<file path="src/hdl/mmvd_cfg.svh">
// Address map, field positions, reset values and timing counts of the
// memory map and vector decode block.
// Assumes a 16-bit core address carried on APB as a word index (paddr/4).
`ifndef MMVD_CFG_SVH
`define MMVD_CFG_SVH
// ----------------------------------------------------------------------
// Address map (core byte addresses, each one APB word index)
// ----------------------------------------------------------------------
`define MMVD_RAM_LO      16'h0080
`define MMVD_RAM_HI      16'h00FF
`define MMVD_ADR_BRK     16'hFE0B
`define MMVD_ADR_LVS     16'hFE0C
`define MMVD_ADR_FT_LO   16'hFE0D
`define MMVD_ADR_FT_HI   16'hFE0F
`define MMVD_ADR_STAT    16'hFE20
`define MMVD_ADR_CLR     16'hFE21
`define MMVD_ADR_EN      16'hFE22
`define MMVD_ADR_SP_HI   16'hFE23
`define MMVD_ADR_SP_LO   16'hFE24
`define MMVD_ADR_PROT    16'hFFBE
`define MMVD_ADR_TRIM    16'hFFC0
`define MMVD_ADR_VBASE   16'hFFD0
`define MMVD_ADR_WDOG    16'hFFFF
`define MMVD_VEC_ADC     16'hFFDE
`define MMVD_VEC_KBD     16'hFFE0
`define MMVD_VEC_TOVF    16'hFFF2
`define MMVD_VEC_TCH1    16'hFFF4
`define MMVD_VEC_TCH0    16'hFFF6
`define MMVD_VEC_EXT     16'hFFFA
`define MMVD_VEC_SWI     16'hFFFC
`define MMVD_VEC_RST     16'hFFFE
// ----------------------------------------------------------------------
// Fields and reset values
// ----------------------------------------------------------------------
`define MMVD_BRK_EN_BIT  7
`define MMVD_BRK_ACT_BIT 6
`define MMVD_LV_FLAG_BIT 7
`define MMVD_ST_STK_BIT  0
`define MMVD_ST_WDG_BIT  1
`define MMVD_ST_LV_BIT   2
`define MMVD_BRK_RST     2'h0
`define MMVD_EN_RST      3'h0
`define MMVD_SP_RST      16'h00FF
`define MMVD_RST_VEC_LO  8'h00
// ----------------------------------------------------------------------
// Stack byte counts and timing
// ----------------------------------------------------------------------
`define MMVD_CTX_BYTES   3'h5
`define MMVD_CALL_BYTES  3'h2
`define MMVD_CLK_MHZ     25
`define MMVD_WDOG_US     10000
`define MMVD_WDOG_CYCLES (`MMVD_WDOG_US * `MMVD_CLK_MHZ)
`endif

</file>
<file path="src/hdl/mmvd_pkg.sv">
// Types shared by the memory map and vector decode block.
// Assumes the constants of mmvd_cfg.svh.
`default_nettype none
package mmvd_pkg;
    typedef logic [7:0] mmvd_byte_t;
    typedef logic [15:0] mmvd_addr_t;
    typedef enum logic {
        ST_IDLE = 1'b0,
        ST_PUSH = 1'b1
    } mmvd_state_t;
endpackage
`default_nettype wire

</file>
<file path="src/hdl/mmvd_top.sv">
// Memory map and vector decode: RAM window, stack engine, vector table,
// high-memory control bytes and watchdog service, behind an APB slave.
// Assumes an APB master on pclk and core strobes on the same clock.
//
// Contract
// - 128-byte RAM at 0x0080 to 0x00FF
// - Sixteen-bit stack pointer spans whole space
// - Interrupt entry pushes exactly five bytes
// - Index-high register never pushed on entry
// - Subroutine call pushes two return bytes
// - Push decrements, pull increments stack pointer
// - Conversion vector at 0xFFDE, lowest priority
// - Timer vectors at 0xFFF2, 0xFFF4, 0xFFF6
// - Fixed priority from reset down to conversion
// - Any write to 0xFFFF with pstrb[0] set clears watchdog
// - Trim byte at 0xFFC0 survives reset
// - Low-voltage flag bit 7, rest zero
// - Break enable and active bits, reset zero
// - Flash test bytes change no visible state
//
// Design decision made here: the APB register port.
`include "mmvd_cfg.svh"
`default_nettype none
module mmvd_top #(
    parameter int unsigned WDOG_CYCLES = `MMVD_WDOG_CYCLES
) (
    // Clock and reset
    input  wire logic                 pclk,
    input  wire logic                 presetn,
    // APB slave
    input  wire logic                 psel,
    input  wire logic                 penable,
    input  wire logic                 pwrite,
    input  wire logic [17:0]          paddr,
    input  wire logic [31:0]          pwdata,
    input  wire logic [3:0]           pstrb,
    output logic [31:0]               prdata,
    output logic                      pready,
    output logic                      pslverr,
    output logic                      irq,
    // Stack port from the core
    input  wire logic                 int_enter,
    input  wire logic                 call_enter,
    input  wire logic                 push_req,
    input  wire logic                 pull_req,
    input  wire logic                 sp_load,
    input  wire mmvd_pkg::mmvd_addr_t sp_load_val,
    input  wire mmvd_pkg::mmvd_addr_t ctx_pc,
    input  wire mmvd_pkg::mmvd_byte_t ctx_x,
    input  wire mmvd_pkg::mmvd_byte_t ctx_a,
    input  wire mmvd_pkg::mmvd_byte_t ctx_ccr,
    input  wire mmvd_pkg::mmvd_byte_t push_data,
    output logic                      stk_busy,
    output mmvd_pkg::mmvd_addr_t      sp_value,
    output mmvd_pkg::mmvd_byte_t      pull_data,
    output logic                      pull_valid,
    // Vector fetch
    input  wire logic                 vec_fetch,
    input  wire logic                 reset_src,
    input  wire logic                 software_interrupt,
    input  wire logic                 external_pin_source,
    input  wire logic                 timer_ch0_source,
    input  wire logic                 timer_ch1_source,
    input  wire logic                 timer_overflow_source,
    input  wire logic                 keypad_source,
    input  wire logic                 analog_done_source,
    output mmvd_pkg::mmvd_addr_t      vec_addr,
    output mmvd_pkg::mmvd_addr_t      vec_data,
    output logic                      vec_valid,
    // Pins and control outputs
    input  wire logic                 low_voltage_pin,
    output logic                      break_enable_bit,
    output logic                      break_active_bit,
    output logic                      watchdog_timer_reset
);
    import mmvd_pkg::*;

    // ------------------------------------------------------------------
    // Storage
    // ------------------------------------------------------------------
    mmvd_byte_t  ram_mem [128];
    mmvd_byte_t  vec_mem [6'h10:6'h3F];
    mmvd_state_t state_r;
    mmvd_addr_t  sp_r;
    logic [39:0] ctx_r;
    logic [2:0]  cnt_r;
    logic [1:0]  brk_r;
    mmvd_byte_t  prot_r;
    mmvd_byte_t  trim_r;
    logic [2:0]  stat_r;
    logic [2:0]  stat_nxt;
    logic [2:0]  en_r;
    logic [17:0] wdog_cnt_r;
    logic        lv_s1_r;
    logic        lv_s2_r;
    logic        lv_d_r;
    logic [31:0] prdata_r;
    logic        pready_r;
    logic        irq_r;
    mmvd_byte_t  pull_data_r;
    logic        pull_valid_r;
    mmvd_addr_t  vec_addr_r;
    mmvd_addr_t  vec_data_r;
    logic        vec_valid_r;
    logic        wdog_rst_r;
    mmvd_byte_t  rd_byte;

    // ------------------------------------------------------------------
    // Decode
    // ------------------------------------------------------------------
    wire mmvd_addr_t adr       = paddr[17:2];
    wire logic       idle      = (state_r == ST_IDLE);
    wire logic       stk_start = idle && (int_enter || call_enter
                                          || push_req);
    wire logic       pull_go   = idle && pull_req && !stk_start;
    wire logic       apb_go    = psel && penable && !pready_r && idle
                                 && !stk_start && !pull_go;
    // Writes land on the edge that completes the access, as the master
    // sees it, so nothing changes before pready is sampled high.
    wire logic       wr_go     = psel && penable && pready_r && pwrite
                                 && pstrb[0];
    wire logic       rd_go     = apb_go && !pwrite;
    wire mmvd_byte_t wbyte     = pwdata[7:0];
    wire logic       in_ram    = (adr >= `MMVD_RAM_LO)
                                 && (adr <= `MMVD_RAM_HI);
    wire logic       in_vec    = (adr >= `MMVD_ADR_VBASE);
    wire logic [5:0] vi        = adr[5:0];
    // Only documented vector bytes are stored; the reset low byte is fixed.
    wire logic       vec_used  = (vi >= 6'h1E && vi <= 6'h21)
                                 || (vi >= 6'h32 && vi <= 6'h37)
                                 || (vi >= 6'h3A && vi <= 6'h3E);
    wire logic       wdog_clr  = wr_go && (adr == `MMVD_ADR_WDOG);
    wire logic       sp_in_ram = (sp_r >= `MMVD_RAM_LO)
                                 && (sp_r <= `MMVD_RAM_HI);
    wire mmvd_addr_t sp_inc    = sp_r + 16'h0001;
    wire logic       sp_inc_ok = (sp_inc >= `MMVD_RAM_LO)
                                 && (sp_inc <= `MMVD_RAM_HI);
    // Stacking outside RAM is the software's fault; it is flagged, not fixed.
    wire logic       stk_err   = ((state_r == ST_PUSH) && !sp_in_ram)
                                 || (pull_go && !sp_inc_ok);
    wire logic [17:0] wdog_lim = 18'(WDOG_CYCLES - 1);
    wire logic       wdog_exp  = !wdog_clr && (wdog_cnt_r == wdog_lim);
    wire logic       lv_rise   = lv_s2_r && !lv_d_r;
    wire logic [2:0] ev        = {lv_rise, wdog_exp, stk_err};
    wire logic [2:0] clr_mask  = (wr_go && adr == `MMVD_ADR_CLR)
                                 ? pwdata[2:0] : 3'h0;

    // Priority from reset down to the conversion source.
    wire mmvd_addr_t vsel = reset_src             ? `MMVD_VEC_RST
                          : software_interrupt    ? `MMVD_VEC_SWI
                          : external_pin_source   ? `MMVD_VEC_EXT
                          : timer_ch0_source      ? `MMVD_VEC_TCH0
                          : timer_ch1_source      ? `MMVD_VEC_TCH1
                          : timer_overflow_source ? `MMVD_VEC_TOVF
                          : keypad_source         ? `MMVD_VEC_KBD
                          : `MMVD_VEC_ADC;
    wire logic [5:0] vsel_lo = vsel[5:0] + 6'h01;
    wire mmvd_byte_t vlo     = (vsel == `MMVD_VEC_RST)
                               ? `MMVD_RST_VEC_LO : vec_mem[vsel_lo];

    always_comb begin
        if (in_ram) begin
            rd_byte = ram_mem[adr[6:0]];
        end else if (adr == `MMVD_ADR_BRK) begin
            rd_byte = {brk_r, 6'h00};
        end else if (adr == `MMVD_ADR_LVS) begin
            rd_byte = {lv_s2_r, 7'h00};
        end else if (adr == `MMVD_ADR_STAT) begin
            rd_byte = {5'h00, stat_r};
        end else if (adr == `MMVD_ADR_EN) begin
            rd_byte = {5'h00, en_r};
        end else if (adr == `MMVD_ADR_SP_HI) begin
            rd_byte = sp_r[15:8];
        end else if (adr == `MMVD_ADR_SP_LO) begin
            rd_byte = sp_r[7:0];
        end else if (adr == `MMVD_ADR_PROT) begin
            rd_byte = prot_r;
        end else if (adr == `MMVD_ADR_TRIM) begin
            rd_byte = trim_r;
        end else if (adr == `MMVD_ADR_WDOG) begin
            rd_byte = `MMVD_RST_VEC_LO;
        end else if (in_vec && vec_used) begin
            rd_byte = vec_mem[vi];
        end else begin
            rd_byte = 8'h00;
        end
    end

    // ------------------------------------------------------------------
    // APB answer
    // ------------------------------------------------------------------
    always_ff @(posedge pclk or negedge presetn) begin
        if (!presetn) begin
            pready_r <= 1'b0;
            prdata_r <= 32'h0000_0000;
        end else begin
            pready_r <= apb_go;
            prdata_r <= rd_go ? {24'h00_0000, rd_byte} : 32'h0000_0000;
        end
    end

    // ------------------------------------------------------------------
    // Stack engine
    // ------------------------------------------------------------------
    always_ff @(posedge pclk or negedge presetn) begin
        if (!presetn) begin
            state_r      <= ST_IDLE;
            sp_r         <= `MMVD_SP_RST;
            ctx_r        <= 40'h00_0000_0000;
            cnt_r        <= 3'h0;
            pull_data_r  <= 8'h00;
            pull_valid_r <= 1'b0;
        end else begin
            pull_valid_r <= pull_go;
            if (state_r == ST_PUSH) begin
                sp_r    <= sp_r - 16'h0001;
                ctx_r   <= {8'h00, ctx_r[39:8]};
                cnt_r   <= cnt_r - 3'h1;
                state_r <= (cnt_r == 3'h1) ? ST_IDLE : ST_PUSH;
            end else if (int_enter) begin
                // Low PC first; no index-high byte joins the frame.
                ctx_r   <= {ctx_ccr, ctx_a, ctx_x, ctx_pc[15:8],
                            ctx_pc[7:0]};
                cnt_r   <= `MMVD_CTX_BYTES;
                state_r <= ST_PUSH;
            end else if (call_enter) begin
                ctx_r   <= {24'h00_0000, ctx_pc[15:8], ctx_pc[7:0]};
                cnt_r   <= `MMVD_CALL_BYTES;
                state_r <= ST_PUSH;
            end else if (push_req) begin
                ctx_r   <= {32'h0000_0000, push_data};
                cnt_r   <= 3'h1;
                state_r <= ST_PUSH;
            end else if (pull_req) begin
                sp_r        <= sp_inc;
                pull_data_r <= sp_inc_ok ? ram_mem[sp_inc[6:0]] : 8'h00;
            end else if (sp_load) begin
                sp_r <= sp_load_val;
            end
        end
    end

    // RAM and vector table hold no reset; the engine owns RAM while busy.
    always_ff @(posedge pclk) begin
        if ((state_r == ST_PUSH) && sp_in_ram) begin
            ram_mem[sp_r[6:0]] <= ctx_r[7:0];
        end else if (wr_go && in_ram) begin
            ram_mem[adr[6:0]] <= wbyte;
        end
        if (wr_go && in_vec && vec_used) begin
            vec_mem[vi] <= wbyte;
        end
        if (wr_go && adr == `MMVD_ADR_PROT) begin
            prot_r <= wbyte;
        end
        if (wr_go && adr == `MMVD_ADR_TRIM) begin
            trim_r <= wbyte;
        end
    end

    // ------------------------------------------------------------------
    // Control registers, watchdog, vector fetch, interrupt
    // ------------------------------------------------------------------
    // Set wins over a clear written in the same cycle.
    assign stat_nxt = (stat_r & ~clr_mask) | ev;

    always_ff @(posedge pclk or negedge presetn) begin
        if (!presetn) begin
            brk_r       <= `MMVD_BRK_RST;
            en_r        <= `MMVD_EN_RST;
            stat_r      <= 3'h0;
            irq_r       <= 1'b0;
            wdog_cnt_r  <= 18'h0_0000;
            wdog_rst_r  <= 1'b0;
            lv_s1_r     <= 1'b0;
            lv_s2_r     <= 1'b0;
            lv_d_r      <= 1'b0;
            vec_addr_r  <= 16'h0000;
            vec_data_r  <= 16'h0000;
            vec_valid_r <= 1'b0;
        end else begin
            if (wr_go && adr == `MMVD_ADR_BRK) begin
                brk_r <= pwdata[`MMVD_BRK_EN_BIT:`MMVD_BRK_ACT_BIT];
            end
            if (wr_go && adr == `MMVD_ADR_EN) begin
                en_r <= pwdata[2:0];
            end
            stat_r  <= stat_nxt;
            irq_r   <= |(stat_nxt & en_r);
            lv_s1_r <= low_voltage_pin;
            lv_s2_r <= lv_s1_r;
            lv_d_r  <= lv_s2_r;
            if (wdog_clr || wdog_exp) begin
                wdog_cnt_r <= 18'h0_0000;
            end else begin
                wdog_cnt_r <= wdog_cnt_r + 18'h0_0001;
            end
            wdog_rst_r  <= wdog_exp;
            vec_valid_r <= vec_fetch;
            if (vec_fetch) begin
                vec_addr_r <= vsel;
                vec_data_r <= {vec_mem[vsel[5:0]], vlo};
            end
        end
    end

    assign prdata               = prdata_r;
    assign pready               = pready_r;
    assign pslverr              = 1'b0;
    assign irq                  = irq_r;
    assign stk_busy             = state_r;
    assign sp_value             = sp_r;
    assign pull_data            = pull_data_r;
    assign pull_valid           = pull_valid_r;
    assign vec_addr             = vec_addr_r;
    assign vec_data             = vec_data_r;
    assign vec_valid            = vec_valid_r;
    assign break_enable_bit     = brk_r[1];
    assign break_active_bit     = brk_r[0];
    assign watchdog_timer_reset = wdog_rst_r;
endmodule
`default_nettype wire

</file>
<file path="config.mk">
export PLATFORM = sky130hd
export DESIGN_NAME = mmvd_top
export DESIGN_NICKNAME = d
export VERILOG_FILES = /design/src/hdl/mmvd_pkg.sv /design/src/hdl/mmvd_top.sv
export VERILOG_INCLUDE_DIRS = /design/src /design/src/hdl
export SDC_FILE = /design/constraint.sdc
export NUM_CORES = 2
export LEC_CHECK = 0
export BUFFER_PORTS_ARGS = -buffer_cell sky130_fd_sc_hd__buf_4
export CAP_MARGIN = 20
export CORE_MARGIN = 4
export CORE_UTILIZATION = 45
export CTS_CLUSTER_SIZE = 40
export DETAILED_ROUTE_END_ITERATION = 8
export PLACE_DENSITY_LB_ADDON = 0.25
export SETUP_SLACK_MARGIN = 0.15
export SLEW_MARGIN = 20
export SYNTH_ARGS = -nofsm -noshare
export SYNTH_HDL_FRONTEND = slang
export SYNTH_SLANG_ARGS = --single-unit
</file>
<file path="constraint.sdc">
create_clock -name pclk -period 8.6 [get_ports pclk]
set_input_delay 1.29 -clock pclk [delete_from_list [all_inputs] [get_ports pclk]]
set_output_delay 1.29 -clock pclk [all_outputs]
set_load 0.01 [all_outputs]
</file>
==> results by stage <==
Worst setup path:
- The startpoint identified for the worst register-to-register timing path is sp_value[0].
- The source of the critical timing path is paddr[12].
- In this run the critical register-to-register path is captured at pull_data[2].
- The required time reported for the critical path endpoint is 9.01 ns.
- For the worst setup path, the data arrival time is 6.17 ns.
- The type of origin of the critical path is an input pin.
- Along the worst path, the maximum fanout reaches 22.
- The critical path goes through buf_4, nor4_1, and4_1, nand3_1, mux2i_1, nand3_1, buf_4, nor2_1.
- The buffering stage count on the worst path with inverters included is 2.
- STA classifies the critical path endpoint as a flop.
- The number of cells on the worst reg-to-reg path is 9.
- The largest single stage delay on the critical path is 0.91 ns.
- The critical path in this run is classified as in -> reg.
- On the critical path the largest part of the delay comes from simple AND/OR/NAND/NOR gates.
- The end of the critical path is ram_mem[92][2].
- Across all register-to-register paths, the minimum setup slack is 3.42 ns.
- The critical path runs through a total of 8 cells.
- On the critical path, the stage with the largest delay is an instance of sky130_fd_sc_hd__nand3_1.

Placement:
- The count of buffers from port buffering is 178.
- The placer congestion estimate is 0.883.
- The HPWL after detailed placement is 135 mm.

Detailed routing:
- The number of search-and-repair iterations in the first detailed-routing pass is 8.
- For this block, the routed nets add up to 209 mm of wire.
- The via count is 42000.
- The number of nets with antenna violations after detailed routing is 0.
- The routed wirelength normalized by instance count is 31.8 um.
- The number of design rule violations left after detail routing is 0.
- The vias per cell is 6.39.
- The detailed router's first-iteration violation count is 5751.

Global route:
- The remaining global-route overflow is 0.
- The largest net degree at the start of global routing is 129.
- The global routing usage summed across all routing layers is 0.253.
- The initial antenna violation count was 13.
- The wire length of the first global-routing pass is 299 mm.
- The number of global-route vias before repair is 41200.

Cells and area:
- The number of fill cells is 12600.
- Compared with the post-synthesis result, the final layout area differs by 13.0%.
- At the end of the flow the core is filled with cells to 0.514.
- The count of nets after finishing is 4533.
- Of the cells placed in the final design, the portion with a size suffix greater than 1 is 0.280.

Timing:
- Setup repair after global routing left no endpoint under its margin.
- Counting I/O delays and the setup requirement, the final critical path takes 5.77 ns.
- The post-route clock period utilization is 0.671.
- Between clock sinks in the finished design, the worst skew comes to 0.0304 ns.
- Setup violations remaining at the end of the flow were counted as 0.
- In this run the tightest slew margin relative to its limit is 0.175.
- Static timing analysis puts the maximum clock frequency at 0.173 GHz.
- The sum of negative setup slack is 0 ns.
- The transition time at the pin with the least slew margin is 1.23 ns.
- The final number of hold-violating endpoints is 0.
- The number of pins with negative max-slew slack in the final report is 0.

Hold path:
- The path class of the tightest hold or removal check is reg -> reg.
- The startpoint of the tightest hold check path is lv_s1_r.

Synth:
- The number of distinct library cell variants in the gate-level netlist after synthesis is 83.
- Yosys printed 0 warnings.
- Of all flip-flops after synthesis, the portion carrying an async set or reset was 0.0866.
- In this run the cell area of the synthesized design comes to 71300 um2.
- The synthesized design contains 1392 enable-type register cells.
- The share of the yosys chip area belonging to registers is 0.633.
- The most used flip-flop cell after synthesis is sky130_fd_sc_hd__edfxtp_1.
- The register bit count reported by yosys is 1524.
- A synthesized cell averages 17.7 um2.
- The synthesized instance count is 4037.

Clocking:
- The post-cts gate resize count is 0.
- The later pin in the worst-skew pair is clocked with a latency of 0.80 ns.
- The clock buffer count from CTS is 159.
- The register clock-pin slew on the reported worst setup and hold paths is 0.06 ns.
- The count of buffers added by post-CTS timing repair for setup is 0.
- The total number of clock tree sinks is 1524.
- In this run, post-CTS hold repair placed 0 buffers.
- The CTS tree is built.
- The H-tree was split into 4 levels.
- In this run the clock root is driven by a sky130_fd_sc_hd__clkbuf_16.
- The maximum number of buffers from clock root to sink is 3.

Power and ir drop:
- For this design the static power due to leakage is 27.1 nW.
- The worst ir drop on vdd is 279 uV.
- Power spread over the standard cell area amounts to 290 nW/um2.

Die:
- The number of top-level pins is 235.
- The die outline width is 406 um.
- The initial core utilization is 0.455.
- The row count is 145.
- The die footprint is 165000 um2.
- The floorplan step defined a core boundary enclosing 157000 um2.
- The vertical die dimension is 406 um.

Job:
- Max-cap violations in this run came to 0.

Run status:
- The run finished with clean final reports.
## where the power goes
group          switching (W)  total [W]  internal [W]
Sequential          0.000293    0.00897       0.00868
Clock                0.00290    0.00688       0.00398
Combinational        0.00446    0.00748       0.00303
## routing by layer
| metal | part of all wire | up-vias | global-route usage |
|---|---|---|---|
| met4 | 0.035 | 12 | 0.0819 |
| met5 | 0.00037 | - | 0 |
| li1 | - | 17100 | - |
| met3 | 0.099 | 395 | 0.0566 |
| met1 | 0.38 | 22200 | 0.350 |
| met2 | 0.48 | 2341 | 0.403 |
## layout by cell type (no fill, tap or decap), types with 25 or more instances in the layout
cell	instances
sky130_fd_sc_hd__inv_1	41
sky130_fd_sc_hd__o21ai_0	100
sky130_fd_sc_hd__nand3_1	61
sky130_fd_sc_hd__nand2_1	293
sky130_fd_sc_hd__edfxtp_1	1392
sky130_fd_sc_hd__clkbuf_1	39
sky130_fd_sc_hd__buf_4	249
sky130_fd_sc_hd__nor2_1	275
sky130_fd_sc_hd__nor3_1	30
sky130_fd_sc_hd__a211oi_1	42
sky130_fd_sc_hd__mux4_2	695
sky130_fd_sc_hd__xnor2_1	25
sky130_fd_sc_hd__dfrtp_1	123
sky130_fd_sc_hd__clkbuf_16	163
sky130_fd_sc_hd__a21oi_1	67
sky130_fd_sc_hd__conb_1	258
sky130_fd_sc_hd__mux2i_1	129
## state kept, by name, summed over array words and instances (netlist names)
name	flops
stat_r	3
ram_mem	1024
sp_value	16
wdog_cnt_r	18
cnt_r	3
pull_data	8
ctx_r	40
irq	1
vec_addr	6
vec_valid	1
stk_busy	1
en_r	3
prdata	8
trim_r	8
brk_r	2
vec_mem	352
lv_s2_r	1
lv_d_r	1
pready	1
pull_valid	1
prot_r	8
lv_s1_r	1
vec_data	16
watchdog_timer_reset	1
## cell families after synthesis
logic type | count (synthesis) | share of synthesized area
DFF | 1524 | 0.633
muxes | 840 | 0.241
and+or+nand+nor | 837 | 0.0529
AOI/OAI and AO/OA | 412 | 0.0390
buffers and inverters | 374 | 0.0276
xor gates and xnor gates | 43 | 0.00539
adders and majority gates | 6 | 0.00105
other | 1 | 0.0000526
## how the worst min path moves through the flow
stage          endpoint  slack [ns]  depth (start not counted)
2_1_floorplan   lv_s2_r        0.33                          0
3_3_place_gp    lv_s2_r        0.34                          0
3_5_place_dp    lv_s2_r        0.35                          0
4_1_cts         lv_s2_r        0.35                          0
5_1_grt         lv_s2_r        0.36                          0
6_report        lv_s2_r        0.36                          0
## through the flow
stage / area [um2] / hold slack, ns / instances / power (W) / worst slack (ns)
2_1_floorplan: 72200 / 0.331 / 4294 / 0.0139 / 4.10
5_1_grt: 80500 / 0.364 / 6573 / 0.0241 / 2.62
6_report: 80500 / 0.356 / 6577 / 0.0233 / 2.83
4_1_cts: 80500 / 0.355 / 6570 / 0.0234 / 2.89
3_3_place_gp: 75300 / 0.337 / 6286 / 0.0165 / 2.10
3_5_place_dp: 75300 / 0.347 / 6286 / 0.0165 / 2.02
## synth_stat cells, drive strengths merged (21+ instances only)
master  count  area, um2
nand2     301       1130
edfxtp   1392      41800
nand3      61        305
a211oi     43        328
nor2      279       1060
xnor2      27        236
inv        41        154
mux4      698      15700
a21oi      68        340
dfrtp     124       3100
nor3       30        150
buf       209       1350
clkbuf    121        455
and3       23        144
nor2b      21        131
o22ai      24        150
nor4       21        159
o21ai     107        536
mux2i     129       1290
## final cells by class
| class | instances | area (um2) | area share |
|---|---|---|---|
| sequential | 1524 | 45100 | 0.560 |
| multi-input combinational | 2396 | 25400 | 0.315 |
| clock buffer | 217 | 4430 | 0.0550 |
| clock inverter | 67 | 733 | 0.00910 |
| tap | 2058 | 2570 | 0.0320 |
| timing repair buffer | 264 | 2130 | 0.0265 |
| inverter | 44 | 170 | 0.00211 |
| antenna | 7 | 17.5 | 0.000217 |
Power figures use the tool's default switching activity.
